### src/verilog/qec_pkg.sv
// package of the quadrature encoder control block: register map, fields, modes
// assumes a 32-bit avalon-mm slave with byte addresses, one register per word
package qec_pkg;

  // ----------------------------------------
  // bus geometry and register offsets
  // ----------------------------------------
  localparam int AW = 5;                        // byte address width
  localparam logic [AW-1:0] OFF_CTRL = 5'h00;   // encoder_control
  localparam logic [AW-1:0] OFF_POS = 5'h04;    // position counter
  localparam logic [AW-1:0] OFF_MAX = 5'h08;    // max_count_value
  localparam logic [AW-1:0] OFF_STAT = 5'h0C;   // event status, write one to clear
  localparam logic [AW-1:0] OFF_MASK = 5'h10;   // event mask

  // ----------------------------------------
  // encoder_control field positions
  // ----------------------------------------
  localparam int B_ERR = 15;                    // count_error_flag
  localparam int B_IDLE = 13;                   // idle_halt_select
  localparam int B_INDEX = 12;                  // index_pin_level, read only
  localparam int B_DIR = 11;                    // count_direction_status
  localparam int B_MODE = 8;                    // encoder_mode_select, 3 bits
  localparam int B_SWAP = 7;                    // phase_swap_select
  localparam int B_DOUT = 6;                    // direction_output_enable
  localparam int B_GATE = 5;                    // timer_gate_enable
  localparam int B_PS = 3;                      // timer_prescale_select, 2 bits
  localparam int B_INDEX_RESET_ENABLE = 2;                  // index_reset_enable
  localparam int B_TCS = 1;                     // timer_clock_source
  localparam int B_DSRC = 0;                    // direction_source_select
  localparam logic [15:0] CTRL_RST = 16'h0000;  // control reset value
  localparam logic [15:0] CTRL_WMASK = 16'h2FFF; // plainly writable bits

  // ----------------------------------------
  // status bits, resets, timer prescale limits
  // ----------------------------------------
  localparam int ST_ERR = 0;                    // count error event
  localparam int ST_WRAP = 1;                   // max match or underflow event
  localparam int ST_IDX = 2;                    // index reset event
  localparam int ST_W = 3;                      // status width
  localparam logic [ST_W-1:0] MASK_RST = 3'h0;  // all events masked at reset
  localparam logic [7:0] PS_L0 = 8'h00;         // divide by 1
  localparam logic [7:0] PS_L1 = 8'h07;         // divide by 8
  localparam logic [7:0] PS_L2 = 8'h3F;         // divide by 64
  localparam logic [7:0] PS_L3 = 8'hFF;         // divide by 256

  // mode field encodings
  typedef enum logic [2:0] {
    MODE_OFF = 3'b000, MODE_TMR = 3'b001, MODE_UN2 = 3'b010, MODE_UN3 = 3'b011,
    MODE_X2IDX = 3'b100, MODE_X2MAX = 3'b101, MODE_X4IDX = 3'b110, MODE_X4MAX = 3'b111
  } qec_mode_t;

endpackage

### src/verilog/qec_dec_if.sv
// interface between the encoder core and its pin decoder
// assumes both ends run on the same clock
`timescale 1ns/1ps
interface qec_dec_if;
  logic en;        // decoding allowed
  logic swap;      // exchange phases
  logic x4;        // x4 counting, else x2
  logic step;      // one count step
  logic up;        // step direction
  logic idx_lvl;   // filtered index level
  logic idx_rise;  // index rising edge
  logic pha_lvl;   // filtered phase a, unswapped
  logic pha_rise;  // phase a rising edge, unswapped
  logic phb_lvl;   // filtered phase b, unswapped
  modport dec (input en, swap, x4,
               output step, up, idx_lvl, idx_rise, pha_lvl, pha_rise, phb_lvl);
  modport core (output en, swap, x4,
                input step, up, idx_lvl, idx_rise, pha_lvl, pha_rise, phb_lvl);
endinterface

### src/verilog/qec_encoder.sv
// quadrature encoder control block: position counter, timer mode, avalon-mm slave
// assumes one 125 MHz clock, async pins from an incremental encoder with index
//
// Contract
// - mode 110: x4 count, index resets counter
// - mode 100: x2 count, index resets counter
// - modes 011 and 010 disable counting
// - mode 000 turns encoder and timer off
// - prescaler used only in timer mode
// - count error sets control bit 15
// - count errors only in modes 110, 100
// - bit 13 halts block during idle
// - bit 12 shows live index pin level
// - direction bit read-only in encoder modes
// - bit 7 swaps phase a and b
// - index reset enable only in 100, 110
// - encoder modes take direction from decoder
//
// Register access over Avalon-MM and the register offsets were left to the implementer.
`timescale 1ns/1ps
module qec_encoder #(
  parameter int CNT_W = 16                       // position counter width
) (
  input logic i_clk,                             // 125 MHz clock
  input logic i_rst_b,                           // async reset, active low
  input logic [qec_pkg::AW-1:0] i_avs_address,   // byte address
  input logic i_avs_read,                        // read request
  input logic i_avs_write,                       // write request
  input logic [31:0] i_avs_writedata,            // write data
  input logic [3:0] i_avs_byteenable,            // byte lanes
  output logic [31:0] o_avs_readdata,            // read data, registered
  output logic o_avs_waitrequest,                // stall
  input logic i_pha,                             // encoder phase a pin
  input logic i_phb,                             // encoder phase b pin
  input logic i_idx,                             // encoder index pin
  input logic i_idle,                            // device in idle mode
  output logic o_dir,                            // direction pin value
  output logic o_dir_oe,                         // direction pin enable
  output logic o_irq                             // level interrupt
);
  import qec_pkg::*;

  // ----------------------------------------
  // elaboration check
  // ----------------------------------------
  if (CNT_W < 8 || CNT_W > 32) begin : g_bad_width
    $error("counter width must be 8 to 32");
  end

  // ----------------------------------------
  // declarations
  // ----------------------------------------
  qec_dec_if dif ();                             // decoder link
  logic [15:0] ctrl_q;                           // encoder_control
  logic [15:0] ctrl_d;                           // its next value
  logic [CNT_W-1:0] pos_q;                       // position counter
  logic [CNT_W-1:0] max_q;                       // max_count_value
  logic [ST_W-1:0] stat_q;                       // sticky events
  logic [ST_W-1:0] mask_q;                       // event mask
  logic [ST_W-1:0] evt_w;                        // events this cycle
  logic [7:0] pre_q;                             // timer prescaler
  logic [7:0] pre_last;                          // prescaler terminal value
  logic ack_q;                                   // bus answer cycle
  logic [31:0] rdata_q;                          // read data
  logic [31:0] be_m;                             // byte-lane mask
  logic [15:0] cw_m;                             // control write mask
  qec_mode_t mode;                               // current mode
  logic enc_mode;                                // any encoder mode
  logic idx_mode;                                // index-reset encoder mode
  logic tmr_mode;                                // timer mode
  logic run;                                     // not halted by idle
  logic acc;                                     // request taken this edge
  logic wr_ctrl;                                 // control write
  logic wr_pos;                                  // position write
  logic wr_max;                                  // max write
  logic wr_stat;                                 // status write
  logic wr_mask;                                 // mask write
  logic tmr_in;                                  // timer input pulse
  logic tmr_step;                                // timer count step
  logic cnt_step;                                // counter step
  logic cnt_up;                                  // counter direction
  logic at_max;                                  // counter at max
  logic at_zero;                                 // counter at zero
  logic wrap;                                    // wrap at max or zero
  logic idx_rst;                                 // index reset of counter
  logic err_evt;                                 // count error event

  // ----------------------------------------
  // pin decoder
  // ----------------------------------------
  qec_decode u_dec (
    .i_clk(i_clk),
    .i_rst_b(i_rst_b),
    .i_pha(i_pha),
    .i_phb(i_phb),
    .i_idx(i_idx),
    .dif(dif)
  );

  // ----------------------------------------
  // mode decode
  // ----------------------------------------
  assign mode = qec_mode_t'(ctrl_q[B_MODE +: 3]);
  assign enc_mode = mode[2];                     // 1xx
  assign idx_mode = mode[2] & ~mode[0];          // 110 or 100
  assign tmr_mode = (mode == MODE_TMR);
  assign run = ~(i_idle & ctrl_q[B_IDLE]);       // idle halt
  assign dif.en = enc_mode & run;                // 0xx never decodes
  assign dif.swap = ctrl_q[B_SWAP];
  assign dif.x4 = mode[1];                       // x4 in 11x, x2 in 10x

  // ----------------------------------------
  // avalon-mm slave: one wait cycle on every access
  // ----------------------------------------
  assign o_avs_waitrequest = (i_avs_read | i_avs_write) & ~ack_q;
  assign acc = ack_q & (i_avs_read | i_avs_write);
  assign wr_ctrl = acc & i_avs_write & (i_avs_address == OFF_CTRL);
  assign wr_pos = acc & i_avs_write & (i_avs_address == OFF_POS);
  assign wr_max = acc & i_avs_write & (i_avs_address == OFF_MAX);
  assign wr_stat = acc & i_avs_write & (i_avs_address == OFF_STAT);
  assign wr_mask = acc & i_avs_write & (i_avs_address == OFF_MASK);
  assign be_m = {{8{i_avs_byteenable[3]}}, {8{i_avs_byteenable[2]}},
                 {8{i_avs_byteenable[1]}}, {8{i_avs_byteenable[0]}}};
  assign o_avs_readdata = rdata_q;

  // answer flag: high for the cycle that lowers waitrequest
  always_ff @(posedge i_clk or negedge i_rst_b) begin
    if (!i_rst_b) begin
      ack_q <= 1'b0;
    end else begin
      ack_q <= (i_avs_read | i_avs_write) & ~ack_q;
    end
  end

  // read data captured in the wait cycle, unmapped reads give zero
  always_ff @(posedge i_clk or negedge i_rst_b) begin
    if (!i_rst_b) begin
      rdata_q <= 32'h0000_0000;
    end else if (i_avs_read && !ack_q) begin
      case (i_avs_address)
        OFF_CTRL: begin
          // live index level in bit 12
          rdata_q <= {16'h0000, ctrl_q[15:13], dif.idx_lvl, ctrl_q[11:0]};
        end
        OFF_POS: rdata_q <= 32'(pos_q);
        OFF_MAX: rdata_q <= 32'(max_q);
        OFF_STAT: rdata_q <= 32'(stat_q);
        OFF_MASK: rdata_q <= 32'(mask_q);
        default: rdata_q <= 32'h0000_0000;
      endcase
    end
  end

  // ----------------------------------------
  // control register
  // ----------------------------------------
  // direction bit writable only in timer mode
  assign cw_m = be_m[15:0] & CTRL_WMASK & ~(tmr_mode ? 16'h0000 : 16'h0800);

  // next control value: software fields, hardware direction and error flag
  always_comb begin
    ctrl_d = ctrl_q;
    if (wr_ctrl) begin
      ctrl_d = (ctrl_q & ~cw_m) | (i_avs_writedata[15:0] & cw_m);
      // error flag cleared only by writing zero
      if (i_avs_byteenable[1] && !i_avs_writedata[B_ERR]) begin
        ctrl_d[B_ERR] = 1'b0;
      end
    end
    if (enc_mode && run && dif.step) begin
      // decoder direction, select bit ignored
      ctrl_d[B_DIR] = dif.up;
    end else if (tmr_mode && ctrl_q[B_DSRC]) begin
      // timer direction from phase b level
      ctrl_d[B_DIR] = dif.phb_lvl;
    end
    if (err_evt) begin
      ctrl_d[B_ERR] = 1'b1;                      // set wins over clear
    end
    ctrl_d[B_INDEX] = 1'b0;                      // stored as zero, read live
    ctrl_d[14] = 1'b0;                           // unimplemented
  end

  // control register update
  always_ff @(posedge i_clk or negedge i_rst_b) begin
    if (!i_rst_b) begin
      ctrl_q <= CTRL_RST;
    end else begin
      ctrl_q <= ctrl_d;
    end
  end

  // direction pin driven from the status bit
  assign o_dir = ctrl_q[B_DIR];
  assign o_dir_oe = ctrl_q[B_DOUT];

  // ----------------------------------------
  // timer mode prescaler
  // ----------------------------------------
  always_comb begin
    case (ctrl_q[B_PS +: 2])
      2'b00: pre_last = PS_L0;
      2'b01: pre_last = PS_L1;
      2'b10: pre_last = PS_L2;
      2'b11: pre_last = PS_L3;
      default: pre_last = PS_L0;
    endcase
  end

  // internal clock or phase a edges, optionally gated by phase a high
  assign tmr_in = tmr_mode & run & (ctrl_q[B_TCS] ? dif.pha_rise : 1'b1)
                  & (ctrl_q[B_GATE] ? dif.pha_lvl : 1'b1);
  assign tmr_step = tmr_in & (pre_q == pre_last);

  // prescaler held clear outside timer mode
  always_ff @(posedge i_clk or negedge i_rst_b) begin
    if (!i_rst_b) begin
      pre_q <= 8'h00;
    end else if (!tmr_mode) begin
      pre_q <= 8'h00;
    end else if (tmr_in) begin
      pre_q <= (pre_q == pre_last) ? 8'h00 : pre_q + 8'h01;
    end
  end

  // ----------------------------------------
  // position counter
  // ----------------------------------------
  assign cnt_step = (enc_mode & run & dif.step) | tmr_step;
  assign cnt_up = enc_mode ? dif.up : ctrl_q[B_DIR];
  assign at_max = (pos_q == max_q);
  assign at_zero = (pos_q == '0);
  assign wrap = cnt_step & (cnt_up ? at_max : at_zero);
  // index reset honoured only in 100 and 110
  assign idx_rst = idx_mode & run & ctrl_q[B_INDEX_RESET_ENABLE] & dif.idx_rise;
  // overrun without an index in index modes only
  assign err_evt = idx_mode & wrap & ~idx_rst;

  // software write first, then index reset, then counting
  always_ff @(posedge i_clk or negedge i_rst_b) begin
    if (!i_rst_b) begin
      pos_q <= '0;
    end else if (wr_pos) begin
      pos_q <= (pos_q & ~be_m[CNT_W-1:0]) | (i_avs_writedata[CNT_W-1:0] & be_m[CNT_W-1:0]);
    end else if (idx_rst) begin
      pos_q <= '0;
    end else if (cnt_step) begin
      if (cnt_up) begin
        pos_q <= at_max ? '0 : pos_q + 1'b1;     // max match reset
      end else begin
        pos_q <= at_zero ? max_q : pos_q - 1'b1;
      end
    end
  end

  // max count register, all ones at reset
  always_ff @(posedge i_clk or negedge i_rst_b) begin
    if (!i_rst_b) begin
      max_q <= '1;
    end else if (wr_max) begin
      max_q <= (max_q & ~be_m[CNT_W-1:0]) | (i_avs_writedata[CNT_W-1:0] & be_m[CNT_W-1:0]);
    end
  end

  // ----------------------------------------
  // interrupt status and mask
  // ----------------------------------------
  assign evt_w = {idx_rst, wrap, err_evt};

  // sticky status, write one clears, new event wins
  always_ff @(posedge i_clk or negedge i_rst_b) begin
    if (!i_rst_b) begin
      stat_q <= '0;
    end else begin
      stat_q <= evt_w | (stat_q & ~((wr_stat && i_avs_byteenable[0]) ?
                                    i_avs_writedata[ST_W-1:0] : 3'h0));
    end
  end

  // mask register
  always_ff @(posedge i_clk or negedge i_rst_b) begin
    if (!i_rst_b) begin
      mask_q <= MASK_RST;
    end else if (wr_mask && i_avs_byteenable[0]) begin
      mask_q <= i_avs_writedata[ST_W-1:0];
    end
  end

  assign o_irq = |(stat_q & mask_q);
endmodule

### src/verilog/qec_decode.sv
// pin synchroniser and quadrature decoder of the encoder block
// assumes asynchronous encoder pins and a core on the same clock
`timescale 1ns/1ps
module qec_decode (
  input logic i_clk,       // core clock
  input logic i_rst_b,     // async reset, active low
  input logic i_pha,       // phase a pin
  input logic i_phb,       // phase b pin
  input logic i_idx,       // index pin
  qec_dec_if.dec dif       // decoder side
);
  import qec_pkg::*;

  logic [2:0] pin_w;       // pins as one vector
  logic [2:0] s1_q;        // first sync stage
  logic [2:0] s2_q;        // second sync stage
  logic [2:0] s3_q;        // third sync stage
  logic [2:0] flt_q;       // accepted levels
  logic a_q;               // previous decoded a
  logic b_q;               // previous decoded b
  logic idx_q;             // previous index
  logic pa_q;              // previous raw phase a
  logic a_w;               // decoded a
  logic b_w;               // decoded b

  assign pin_w = {i_idx, i_phb, i_pha};

  // ----------------------------------------
  // three-stage sync, change taken once stages two and three agree
  // ----------------------------------------
  for (genvar g = 0; g < 3; g++) begin : g_sync
    always_ff @(posedge i_clk or negedge i_rst_b) begin
      if (!i_rst_b) begin
        s1_q[g] <= 1'b0;
        s2_q[g] <= 1'b0;
        s3_q[g] <= 1'b0;
        flt_q[g] <= 1'b0;
      end else begin
        s1_q[g] <= pin_w[g];
        s2_q[g] <= s1_q[g];
        s3_q[g] <= s2_q[g];
        if (s2_q[g] == s3_q[g]) begin
          flt_q[g] <= s3_q[g];
        end
      end
    end
  end

  // swap exchanges the phases before decoding
  assign a_w = dif.swap ? flt_q[1] : flt_q[0];
  assign b_w = dif.swap ? flt_q[0] : flt_q[1];

  // previous samples for edge and transition detection
  always_ff @(posedge i_clk or negedge i_rst_b) begin
    if (!i_rst_b) begin
      a_q <= 1'b0;
      b_q <= 1'b0;
      idx_q <= 1'b0;
      pa_q <= 1'b0;
    end else begin
      a_q <= a_w;
      b_q <= b_w;
      idx_q <= flt_q[2];
      pa_q <= flt_q[0];
    end
  end

  // x4 counts any single-phase edge, x2 only phase a edges; double edges dropped
  assign dif.step = dif.en & (dif.x4 ? ((a_w ^ a_q) ^ (b_w ^ b_q))
                                     : ((a_w ^ a_q) & ~(b_w ^ b_q)));
  assign dif.up = a_w ^ b_q;       // a leading b counts up
  assign dif.idx_lvl = flt_q[2];
  assign dif.idx_rise = flt_q[2] & ~idx_q;
  assign dif.pha_lvl = flt_q[0];
  assign dif.pha_rise = flt_q[0] & ~pa_q;
  assign dif.phb_lvl = flt_q[1];
endmodule

### config.mk
export PLATFORM = sky130hd
export DESIGN_NAME = qec_encoder
export DESIGN_NICKNAME = d
export VERILOG_FILES = /design/src/verilog/qec_pkg.sv /design/src/verilog/qec_dec_if.sv /design/src/verilog/qec_encoder.sv /design/src/verilog/qec_decode.sv
export SDC_FILE = /design/constraint.sdc
export NUM_CORES = 1
export LEC_CHECK = 0
export BUFFER_PORTS_ARGS = -buffer_cell sky130_fd_sc_hd__buf_2
export CORE_ASPECT_RATIO = 0.8
export CORE_UTILIZATION = 30
export CTS_CLUSTER_SIZE = 20
export DETAILED_ROUTE_END_ITERATION = 7
export PLACE_DENSITY_LB_ADDON = 0.08
export SLEW_MARGIN = 20
export SYNTH_ARGS = -nofsm -noshare
export SYNTH_HDL_FRONTEND = slang
export SYNTH_SLANG_ARGS = --single-unit
### constraint.sdc
create_clock -name i_clk -period 3.1 [get_ports i_clk]
set_input_delay 0.62 -clock i_clk [delete_from_list [all_inputs] [get_ports i_clk]]
set_output_delay 0.62 -clock i_clk [all_outputs]
set_load 0.1 [all_outputs]
Yosys cells after proc, flatten, opt, wreduce, memory -nomap -nowiden
Index checks and enable logic that the tools add are counted.

Add/sub/neg operators: 3. Eq/ne operators: 14. Multiplexer cells: 25. Bitwise operators: 55. Reduce and logical (&&, ||, !) cells: 16.

Operator list (number): 16-bit two-way mux (7); 16-bit bitwise AND (5); 16-bit one-hot mux with 5 select lines (1); 16-bit bitwise OR (3); 16-bit inverter (2); 8-bit one-hot mux with 4 select lines (1); 1-bit bitwise AND (26); 8-bit two-way mux (3); 16-bit by 1-bit adder with 16-bit output, second input constant (1); 14-bit by 16-bit bitwise AND with 16-bit output (1); 16-bit equality test (1); 16-bit logical NOT (1); 12-bit inverter with 16-bit output (1); 16-bit by 1-bit subtractor with 16-bit output, second input constant (1); 12-bit two-way mux (1); 1-bit two-way mux (11); 5-bit by 4-bit equality test with 1-bit output, second input constant (2); 8-bit by 1-bit adder with 8-bit output, second input constant (1); 8-bit equality test (1); 1-bit logical AND (7); 1-bit inverter (7); 3-bit bitwise AND (2); 3-bit nonzero test (2); 5-bit by 3-bit equality test with 1-bit output, second input constant (1); 16 further kinds (24).

Flip-flop bits (word level): 109. Bits of input ports: 49. Output and inout bits: 36. Word-level logic and storage cells: 139.

Logic depth before layout (Yosys ltp)
Gate-level depths: netlist of the first run.

Depth after elaboration: 12. Mapped depth: 10. Mapped depth without buffers: 9.

Hierarchy
From an unflattened synthesis of the first run, not the netlist that was laid out.

Cell total of the unflattened synthesis: 582. Area total of the unflattened synthesis: 5688.0 um^2.

Modules (own cells, without submodules): qec_encoder (times used 1, cells each 552, area each 5159.9 um^2, seq. area each 1946.9 um^2); qec_decode (times used 1, cells each 30, area each 528.0 um^2, seq. area each 400.4 um^2).

Least setup slack after synthesis of the first run
No wires, ideal clock.

Path type: input-to-output. Start: in i_avs_read. End: out o_avs_waitrequest. Arrival: 1.932 ns. Required time: 2.480 ns. Slack: 0.548 ns. Stages on the path: 2. Buffers on the path: 0. Path through: nor2_1 > nor2_1.

Longest elaborated chain between the ends: 2.

Ends and longest elaborated chain: start: declaration (RTL line qec_encoder.sv:27) `input logic i_avs_read,`; 1-bit bitwise OR (RTL line qec_encoder.sv:115) `assign o_avs_waitrequest = (i_avs_read | i_avs_write) & ~ack_q;`; 1-bit bitwise AND (RTL line qec_encoder.sv:115); end: declaration (RTL line qec_encoder.sv:32) `output logic o_avs_waitrequest,`.

No other way between the ends.

==> results.md, run 1 <==
* Clk_lat worst skew at 0.35 ns
* Max-cap check violation count at 0
* Floorplan die area at 19800 um2
* Pin count of the biggest net entering global routing at 51
* Most frequent cells after synthesis: sky130_fd_sc_hd__dfrtp_1, sky130_fd_sc_hd__nand2_1, sky130_fd_sc_hd__o21ai_0
* Number of gates resized after CTS at 0
* Clock-pin transition on the worst setup and hold timing paths at 0.07 ns
* Post-Synthesis Cells at 597
* Number of buffers added by the clock tree synthesis step at 9
* Transition time of the tightest slew-check pin at 0.844 ns
* Primary flip-flop cell chosen by synthesis mapping: sky130_fd_sc_hd__dfrtp_1
* Net total in the final layout at 695
* Status: finished, final reports clean
* Buf/Inv on CP at 0
* Share of synthesized registers carrying an async set or reset at 1.00
* Summed negative setup slack over all endpoints at 0 ns
* Critical Path Sink Type: flip-flop
* Worst rel slew slack at 0.436
* Power density over the cells at 656 nW/um2
* Fraction of final layout cells with drive strength greater than 1 at 0.238
* Quantity of I/O buffers inserted on ports at 50
* Global-route wire length before repair at 28.9 mm
* Overall fraction of global-route tracks in use at 0.198
* Pleak at 2.78 nW
* CP Depth at 8
* Area of the mapped netlist at 5760 um2
* Slowest library cell on the worst path: sky130_fd_sc_hd__o21ai_2
* Antenna Nets Post-Route at 0
* Number of enable flip-flop cells after synthesis at 0
* Number of warning messages in the yosys log at 0
* Level count of the clock H-tree at 3
* TritonCTS sink count at 93
* Worst-case clock skew at 0.00621 ns
* Worst EP required at 3.34 ns
* RSZ-0062 raised after global routing: false
* Register bit total from synthesis at 93
* Area share of the largest cell type after synthesis at 0.334
* Final worst-path cycle share at 0.947
* Cell accounting for the most synthesized area: sky130_fd_sc_hd__dfrtp_1
* Crit path largest cell delay at 0.66 ns
* Number of iterations in the first detailed-routing pass at 5
* Post-detailed-route via-to-cell ratio at 5.32
* Root buffer cell: sky130_fd_sc_hd__clkbuf_16
* Number of global-route vias before repair at 4645
* Shortest clock period the worst path allows after layout at 2.94 ns
* CP Data Arrival Time at 3.18 ns
* Hold WC Path Type: in -> async
* Type of the setup path with the least slack: reg -> reg
* Highest ir drop seen on vdd at 0.000237 V
* Sequential share of the synthesized area at 0.407
* Initial core utilization at 0.311
* Layout filler cell count at 1935
* IO Count at 85
* Mean instance size in the synthesized netlist at 9.65 um2
* Initial antenna violation count at 0
* Reg-to-reg setup timing slack at 0.16 ns
* Die Y-Extent at 126 um
* Number of distinct standard cells referenced by the synthesized netlist at 77
* Die Width at 157 um
* Routed length per instance at 20.5 um
* List of cells traversed by the critical path: mux2_2, xnor2_1, ha_1, o2111ai_1, nand3_1, o21ai_2, nor2_1, a21o_1
* Final GP Congestion at 0.866
* Global-route congestion overflow total at 0
* Floorplan Core Area at 18500 um2
* Storage cell area at 2350 um2
* DRC viols at 0
* Aggregate routed wire length at 18.4 mm
* Antenna diode count at 0
* Layout area overhead at 13.3%
* Path depth of the worst reg2reg path at 8
* Placement Rows at 44
* Top achievable clock speed at 341 MHz
* Final HPWL DP at 14.0 mm
* Area taken by multi-input logic gates at 3090 um2
* Number of post-CTS setup repair buffers at 0
* CTS hold repair buffers at 0
* First DRT Iteration DRCs at 377
* Final max-slew violation count at 0
* Biggest area contributors in the synthesized netlist: sky130_fd_sc_hd__dfrtp_1, sky130_fd_sc_hd__dfstp_2, sky130_fd_sc_hd__mux2_2
* Final worst hold slack at 0.263 ns
* Crit path launch type: flip-flop
* CTS Buffer Depth at 2
* Number of failing hold endpoints at the final stage at 0
* CTS tree: done
* Delay-heaviest family, CP: compound AO/OA/AOI/OAI gates
* Biggest fanout along the worst timing path at 16
* Vias at 4785
* Leading cell type by number of instances after synthesis: sky130_fd_sc_hd__dfrtp_1
* Final Setup Violations at 0
==> power by group <==
group          internal (mW)  switching (mW)  leakage [nW]
registers               1.37           0.325          1.17
logic                  0.614           0.908          1.48
clock network          0.557           0.511         0.132
total                   2.54            1.74          2.78
==> worst min path at each step <==
| stage | depth (start not counted) | from | slack, ns | end |
|---|---|---|---|---|
| 2_1_floorplan | 0 | i_rst_b | 0.32 | async pin |
| 6_report | 1 | i_rst_b | 0.26 | u_dec.dif.idx_lvl |
| 3_5_place_dp | 0 | u_dec.s1_q[0] | 0.34 | u_dec.s2_q[0] |
| 5_1_grt | 1 | i_rst_b | 0.31 | u_dec.s3_q[2] |
| 4_1_cts | 1 | i_rst_b | 0.27 | u_dec.dif.idx_lvl |
| 3_3_place_gp | 0 | u_dec.s1_q[0] | 0.34 | u_dec.s2_q[0] |
==> stage by stage <==
step                area (um2)  instances   util  setup slack [ns]  power, mW
floorplan                 5820        612      -             0.548       2.82
global placement          6250        883  0.338             0.237       3.21
detailed placement        6250        883  0.338             0.192       3.22
CTS                       6530        899  0.353             0.187       4.31
global route              6530        899  0.353            0.0158       4.53
finish                    6530        899  0.353             0.164       4.28
==> final cells by class <==
class,instances,area share
Multi-Input combinational cell,446,0.473
Sequential cell,93,0.360
Timing Repair Buffer,71,0.0648
Tap cell,253,0.0485
Clock buffer,11,0.0357
Inverter,20,0.0115
Clock inverter,5,0.00690
==> layout by cell type, fill, tap and decap left out, drive strengths merged, types with 8 or more instances in the layout <==
cell / netlist / final
xnor2: 32 / 32
o22ai: 12 / 12
a21oi: 27 / 27
mux2i: 15 / 15
a221oi: 8 / 8
dfstp: 16 / 16
buf: 35 / 71
dfrtp: 77 / 77
conb: 1 / 16
nand4: 17 / 17
a211oi: 9 / 9
mux2: 29 / 29
clkbuf: 18 / 11
nand2: 43 / 43
a22o: 16 / 16
o21ai: 40 / 40
inv: 20 / 22
nand3: 19 / 19
and3: 10 / 10
nor3: 23 / 23
nor2: 37 / 37
==> metal layers <==
metal | vias to the layer above | wire length, um | track usage
li1 | 2256 | - | -
met1 | 2357 | 9750 | 0.307
met2 | 160 | 7460 | 0.271
met3 | 12 | 967 | 0.0413
met4 | 0 | 219 | 0.0525
met5 | - | 0 | 0
==> cell families (layout without fill, tap and decap cells) <==
kind of cell	Yosys count	in the layout	synth area share
AOI/OAI and AO/OA	139	139	0.162
xor gates and xnor gates	33	33	0.0502
adders and majority gates	8	8	0.0161
buffers and inverters	73	107	0.0664
DFF	93	93	0.407
muxes	47	47	0.0966
other	1	16	0.000651
and+or+nand+nor	203	203	0.200
Note: power is estimated with default switching activity, not from simulation.
==> run 2: changes to the inputs <==
--- a/config.mk
+++ b/config.mk
@@ -5,6 +5,7 @@
 export SDC_FILE = /design/constraint.sdc
 export NUM_CORES = 1
 export LEC_CHECK = 0
+export ABC_AREA = 1
 export BUFFER_PORTS_ARGS = -buffer_cell sky130_fd_sc_hd__buf_2
 export CORE_ASPECT_RATIO = 0.8
 export CORE_UTILIZATION = 30
==> run 2 against run 1 <==
  * Hold slack got worse by 0.022 ns
  * Largest cell class unchanged
  * Flip-flop and latch count did not move
  * Setup slack improved by 0.60 ns
  * Core utilization fell by 0.85 points
  * Wire length rose by 6.4%
  * Total power rose by 19%
  * Area after synthesis rose by 6.3%
==> results.md, run 2 <==
* Biggest fanout along the worst timing path at 8
* Crit path launch type: flip-flop
* Slowest library cell on the worst path: sky130_fd_sc_hd__dfrtp_1
* Number of warning messages in the yosys log at 0
* Layout filler cell count at 2216
* CTS hold repair buffers at 0
* Final HPWL DP at 15.4 mm
* Final worst hold slack at 0.241 ns
* Number of failing hold endpoints at the final stage at 0
* Number of gates resized after CTS at 0
* Hold WC Path Type: in -> async
* Net total in the final layout at 983
* Final worst-path cycle share at 0.754
* Worst-case clock skew at 0.00512 ns
* Final Setup Violations at 0
* Path depth of the worst reg2reg path at 11
* TritonCTS sink count at 93
* Number of post-CTS setup repair buffers at 0
* Crit path largest cell delay at 0.46 ns
* Global-route congestion overflow total at 0
* Most frequent cells in the layout: sky130_fd_sc_hd__nand2_1, sky130_fd_sc_hd__nor2_1, sky130_fd_sc_hd__inv_1, sky130_fd_sc_hd__dfrtp_1, sky130_fd_sc_hd__nand3_1
* Shortest clock period the worst path allows after layout at 2.34 ns
* Worst rel slew slack at 0.630
* Number of buffers added by the clock tree synthesis step at 9
* Transition time of the tightest slew-check pin at 0.553 ns
* Quantity of I/O buffers inserted on ports at 50
* Aggregate routed wire length at 19.6 mm
* Top achievable clock speed at 428 MHz
* Most common library cell in the layout ignoring fill and taps: sky130_fd_sc_hd__nand2_1
* Biggest area contributors in the synthesized netlist: sky130_fd_sc_hd__dfrtp_1, sky130_fd_sc_hd__nand2_1, sky130_fd_sc_hd__dfstp_2
* Final max-slew violation count at 0
* RSZ-0062 raised after global routing: false
* Die Width at 162 um
* Primary flip-flop cell chosen by synthesis mapping: sky130_fd_sc_hd__dfrtp_1
* IO Count at 85
* Sequential share of the synthesized area at 0.383
* Reg-to-reg setup timing slack at 0.76 ns
* Clock-pin transition on the worst setup and hold timing paths at 0.07 ns
* Layout area overhead at 12.0%
* Initial core utilization at 0.307
* Area of the mapped netlist at 6120 um2
* Status: finished, final reports clean
* Initial antenna violation count at 0
* Pleak at 3.42 nW
* Number of distinct standard cells referenced by the synthesized netlist at 43
* Area share of the largest cell type after synthesis at 0.315
* Cell accounting for the most synthesized area: sky130_fd_sc_hd__dfrtp_1
* First DRT Iteration DRCs at 466
* Max-cap check violation count at 0
* Critical Path Sink Type: flip-flop
* Leading cell type by number of instances after synthesis: sky130_fd_sc_hd__nand2_1
* Level count of the clock H-tree at 3
* Most frequent cells after synthesis: sky130_fd_sc_hd__nand2_1, sky130_fd_sc_hd__nor2_1, sky130_fd_sc_hd__inv_1
* Number of global-route vias before repair at 5280
* Worst r2r dst: ctrl_q[15]
* Pin count of the biggest net entering global routing at 57
* Worst EP required at 3.39 ns
* Total power draw at 5.10 mW
* Number of iterations in the first detailed-routing pass at 5
* Floorplan Core Area at 19900 um2
* Die Y-Extent at 130 um
* DRC viols at 0
* Highest ir drop seen on vdd at 0.000296 V
* Overall fraction of global-route tracks in use at 0.197
* Summed negative setup slack over all endpoints at 0 ns
* Number of enable flip-flop cells after synthesis at 0
* Register bit total from synthesis at 93
* Capture point of the worst path: ctrl_q[15]
* Placement Rows at 46
* CTS Buffer Depth at 2
* Global-route wire length before repair at 31.1 mm
* Antenna Nets Post-Route at 0
* Fraction of final layout cells with drive strength greater than 1 at 0.173
* Post-Synthesis Cells at 883
* Power density over the cells at 744 nW/um2
* CTS tree: done
* Mean instance size in the synthesized netlist at 6.93 um2
* Type of the setup path with the least slack: reg -> reg
* Root buffer cell: sky130_fd_sc_hd__clkbuf_16
* Final GP Congestion at 0.824
* CP Data Arrival Time at 2.63 ns
* Share of synthesized registers carrying an async set or reset at 1.00
* Vias at 5602
* Floorplan die area at 21000 um2
* Clk_lat worst skew at 0.35 ns
* Antenna diode count at 0
* List of cells traversed by the critical path: inv_2, ha_1, inv_1, nor2_1, nand3_1, nor2_1, nand2_2, nand2_1, nand3_1, nand3b_1, nand2_1
* Post-detailed-route via-to-cell ratio at 4.68
* Routed length per instance at 16.3 um
==> run 2: final cells by class <==
cell class                 count  area (um2)  area share
timing repair buffer          60         340      0.0496
sequential                    93        2350       0.342
tap                          264         330      0.0482
multi-input combinational    661        3140       0.458
clock inverter                 7        81.3      0.0119
clock buffer                   9         225      0.0328
inverter                     104         392      0.0571
==> run 2: worst min-delay path by stage <==
stage                  startpoint       endpoint  slack [ns]  depth (start not counted)
floorplan                 i_rst_b      async pin        0.32                          0
finish                    i_rst_b       pre_q[6]        0.24                          1
global placement    u_dec.s1_q[1]  u_dec.s2_q[1]        0.33                          0
detailed placement  u_dec.s1_q[1]  u_dec.s2_q[1]        0.34                          0
global route              i_rst_b       pre_q[6]        0.28                          1
CTS                       i_rst_b       pre_q[6]        0.26                          1
==> run 2: through the flow <==
stage | utilization | setup WS, ns | std cells | cell area, um2
2_1_floorplan | - | 0.548 | 898 | 6180
3_3_place_gp | 0.329 | 0.790 | 1182 | 6550
3_5_place_dp | 0.329 | 0.795 | 1182 | 6550
4_1_cts | 0.344 | 0.776 | 1198 | 6860
5_1_grt | 0.344 | 0.519 | 1198 | 6860
6_report | 0.344 | 0.762 | 1198 | 6860
==> run 2: critical path: cells and delay by family (launching register included) <==
| family | cells | cell delay, ns |
|---|---|---|
| and+or+nand+nor | 8 | 1.29 |
| DFF | 1 | 0.46 |
| adders and majority gates | 1 | 0.28 |
| buffers and inverters | 2 | 0.25 |
==> run 2: report_power, final <==
part | internal [mW] | leakage, nW | switching [mW] | total (mW)
clock network | 0.574 | 0.149 | 0.557 | 1.13
registers | 1.40 | 1.15 | 0.356 | 1.75
logic | 0.668 | 2.11 | 1.55 | 2.22
==> run 2: cell families (layout without fill, tap and decap cells) <==
group,Yosys count,after routing,share of synthesized area
other,1,16,0.000613
and+or+nand+nor,499,499,0.359
muxes,1,1,0.00184
adders and majority gates,8,8,0.0151
xor gates and xnor gates,12,12,0.0172
DFF,93,93,0.383
buffers and inverters,144,180,0.113
AOI/OAI and AO/OA,125,125,0.111
==> run 2: layer usage <==
| layer | GRT usage | routed length, um |
|---|---|---|
| met2 | 0.285 | 7700 |
| met4 | 0.0427 | 184 |
| met5 | 0 | 0 |
| met3 | 0.0337 | 929 |
| met1 | 0.302 | 10800 |
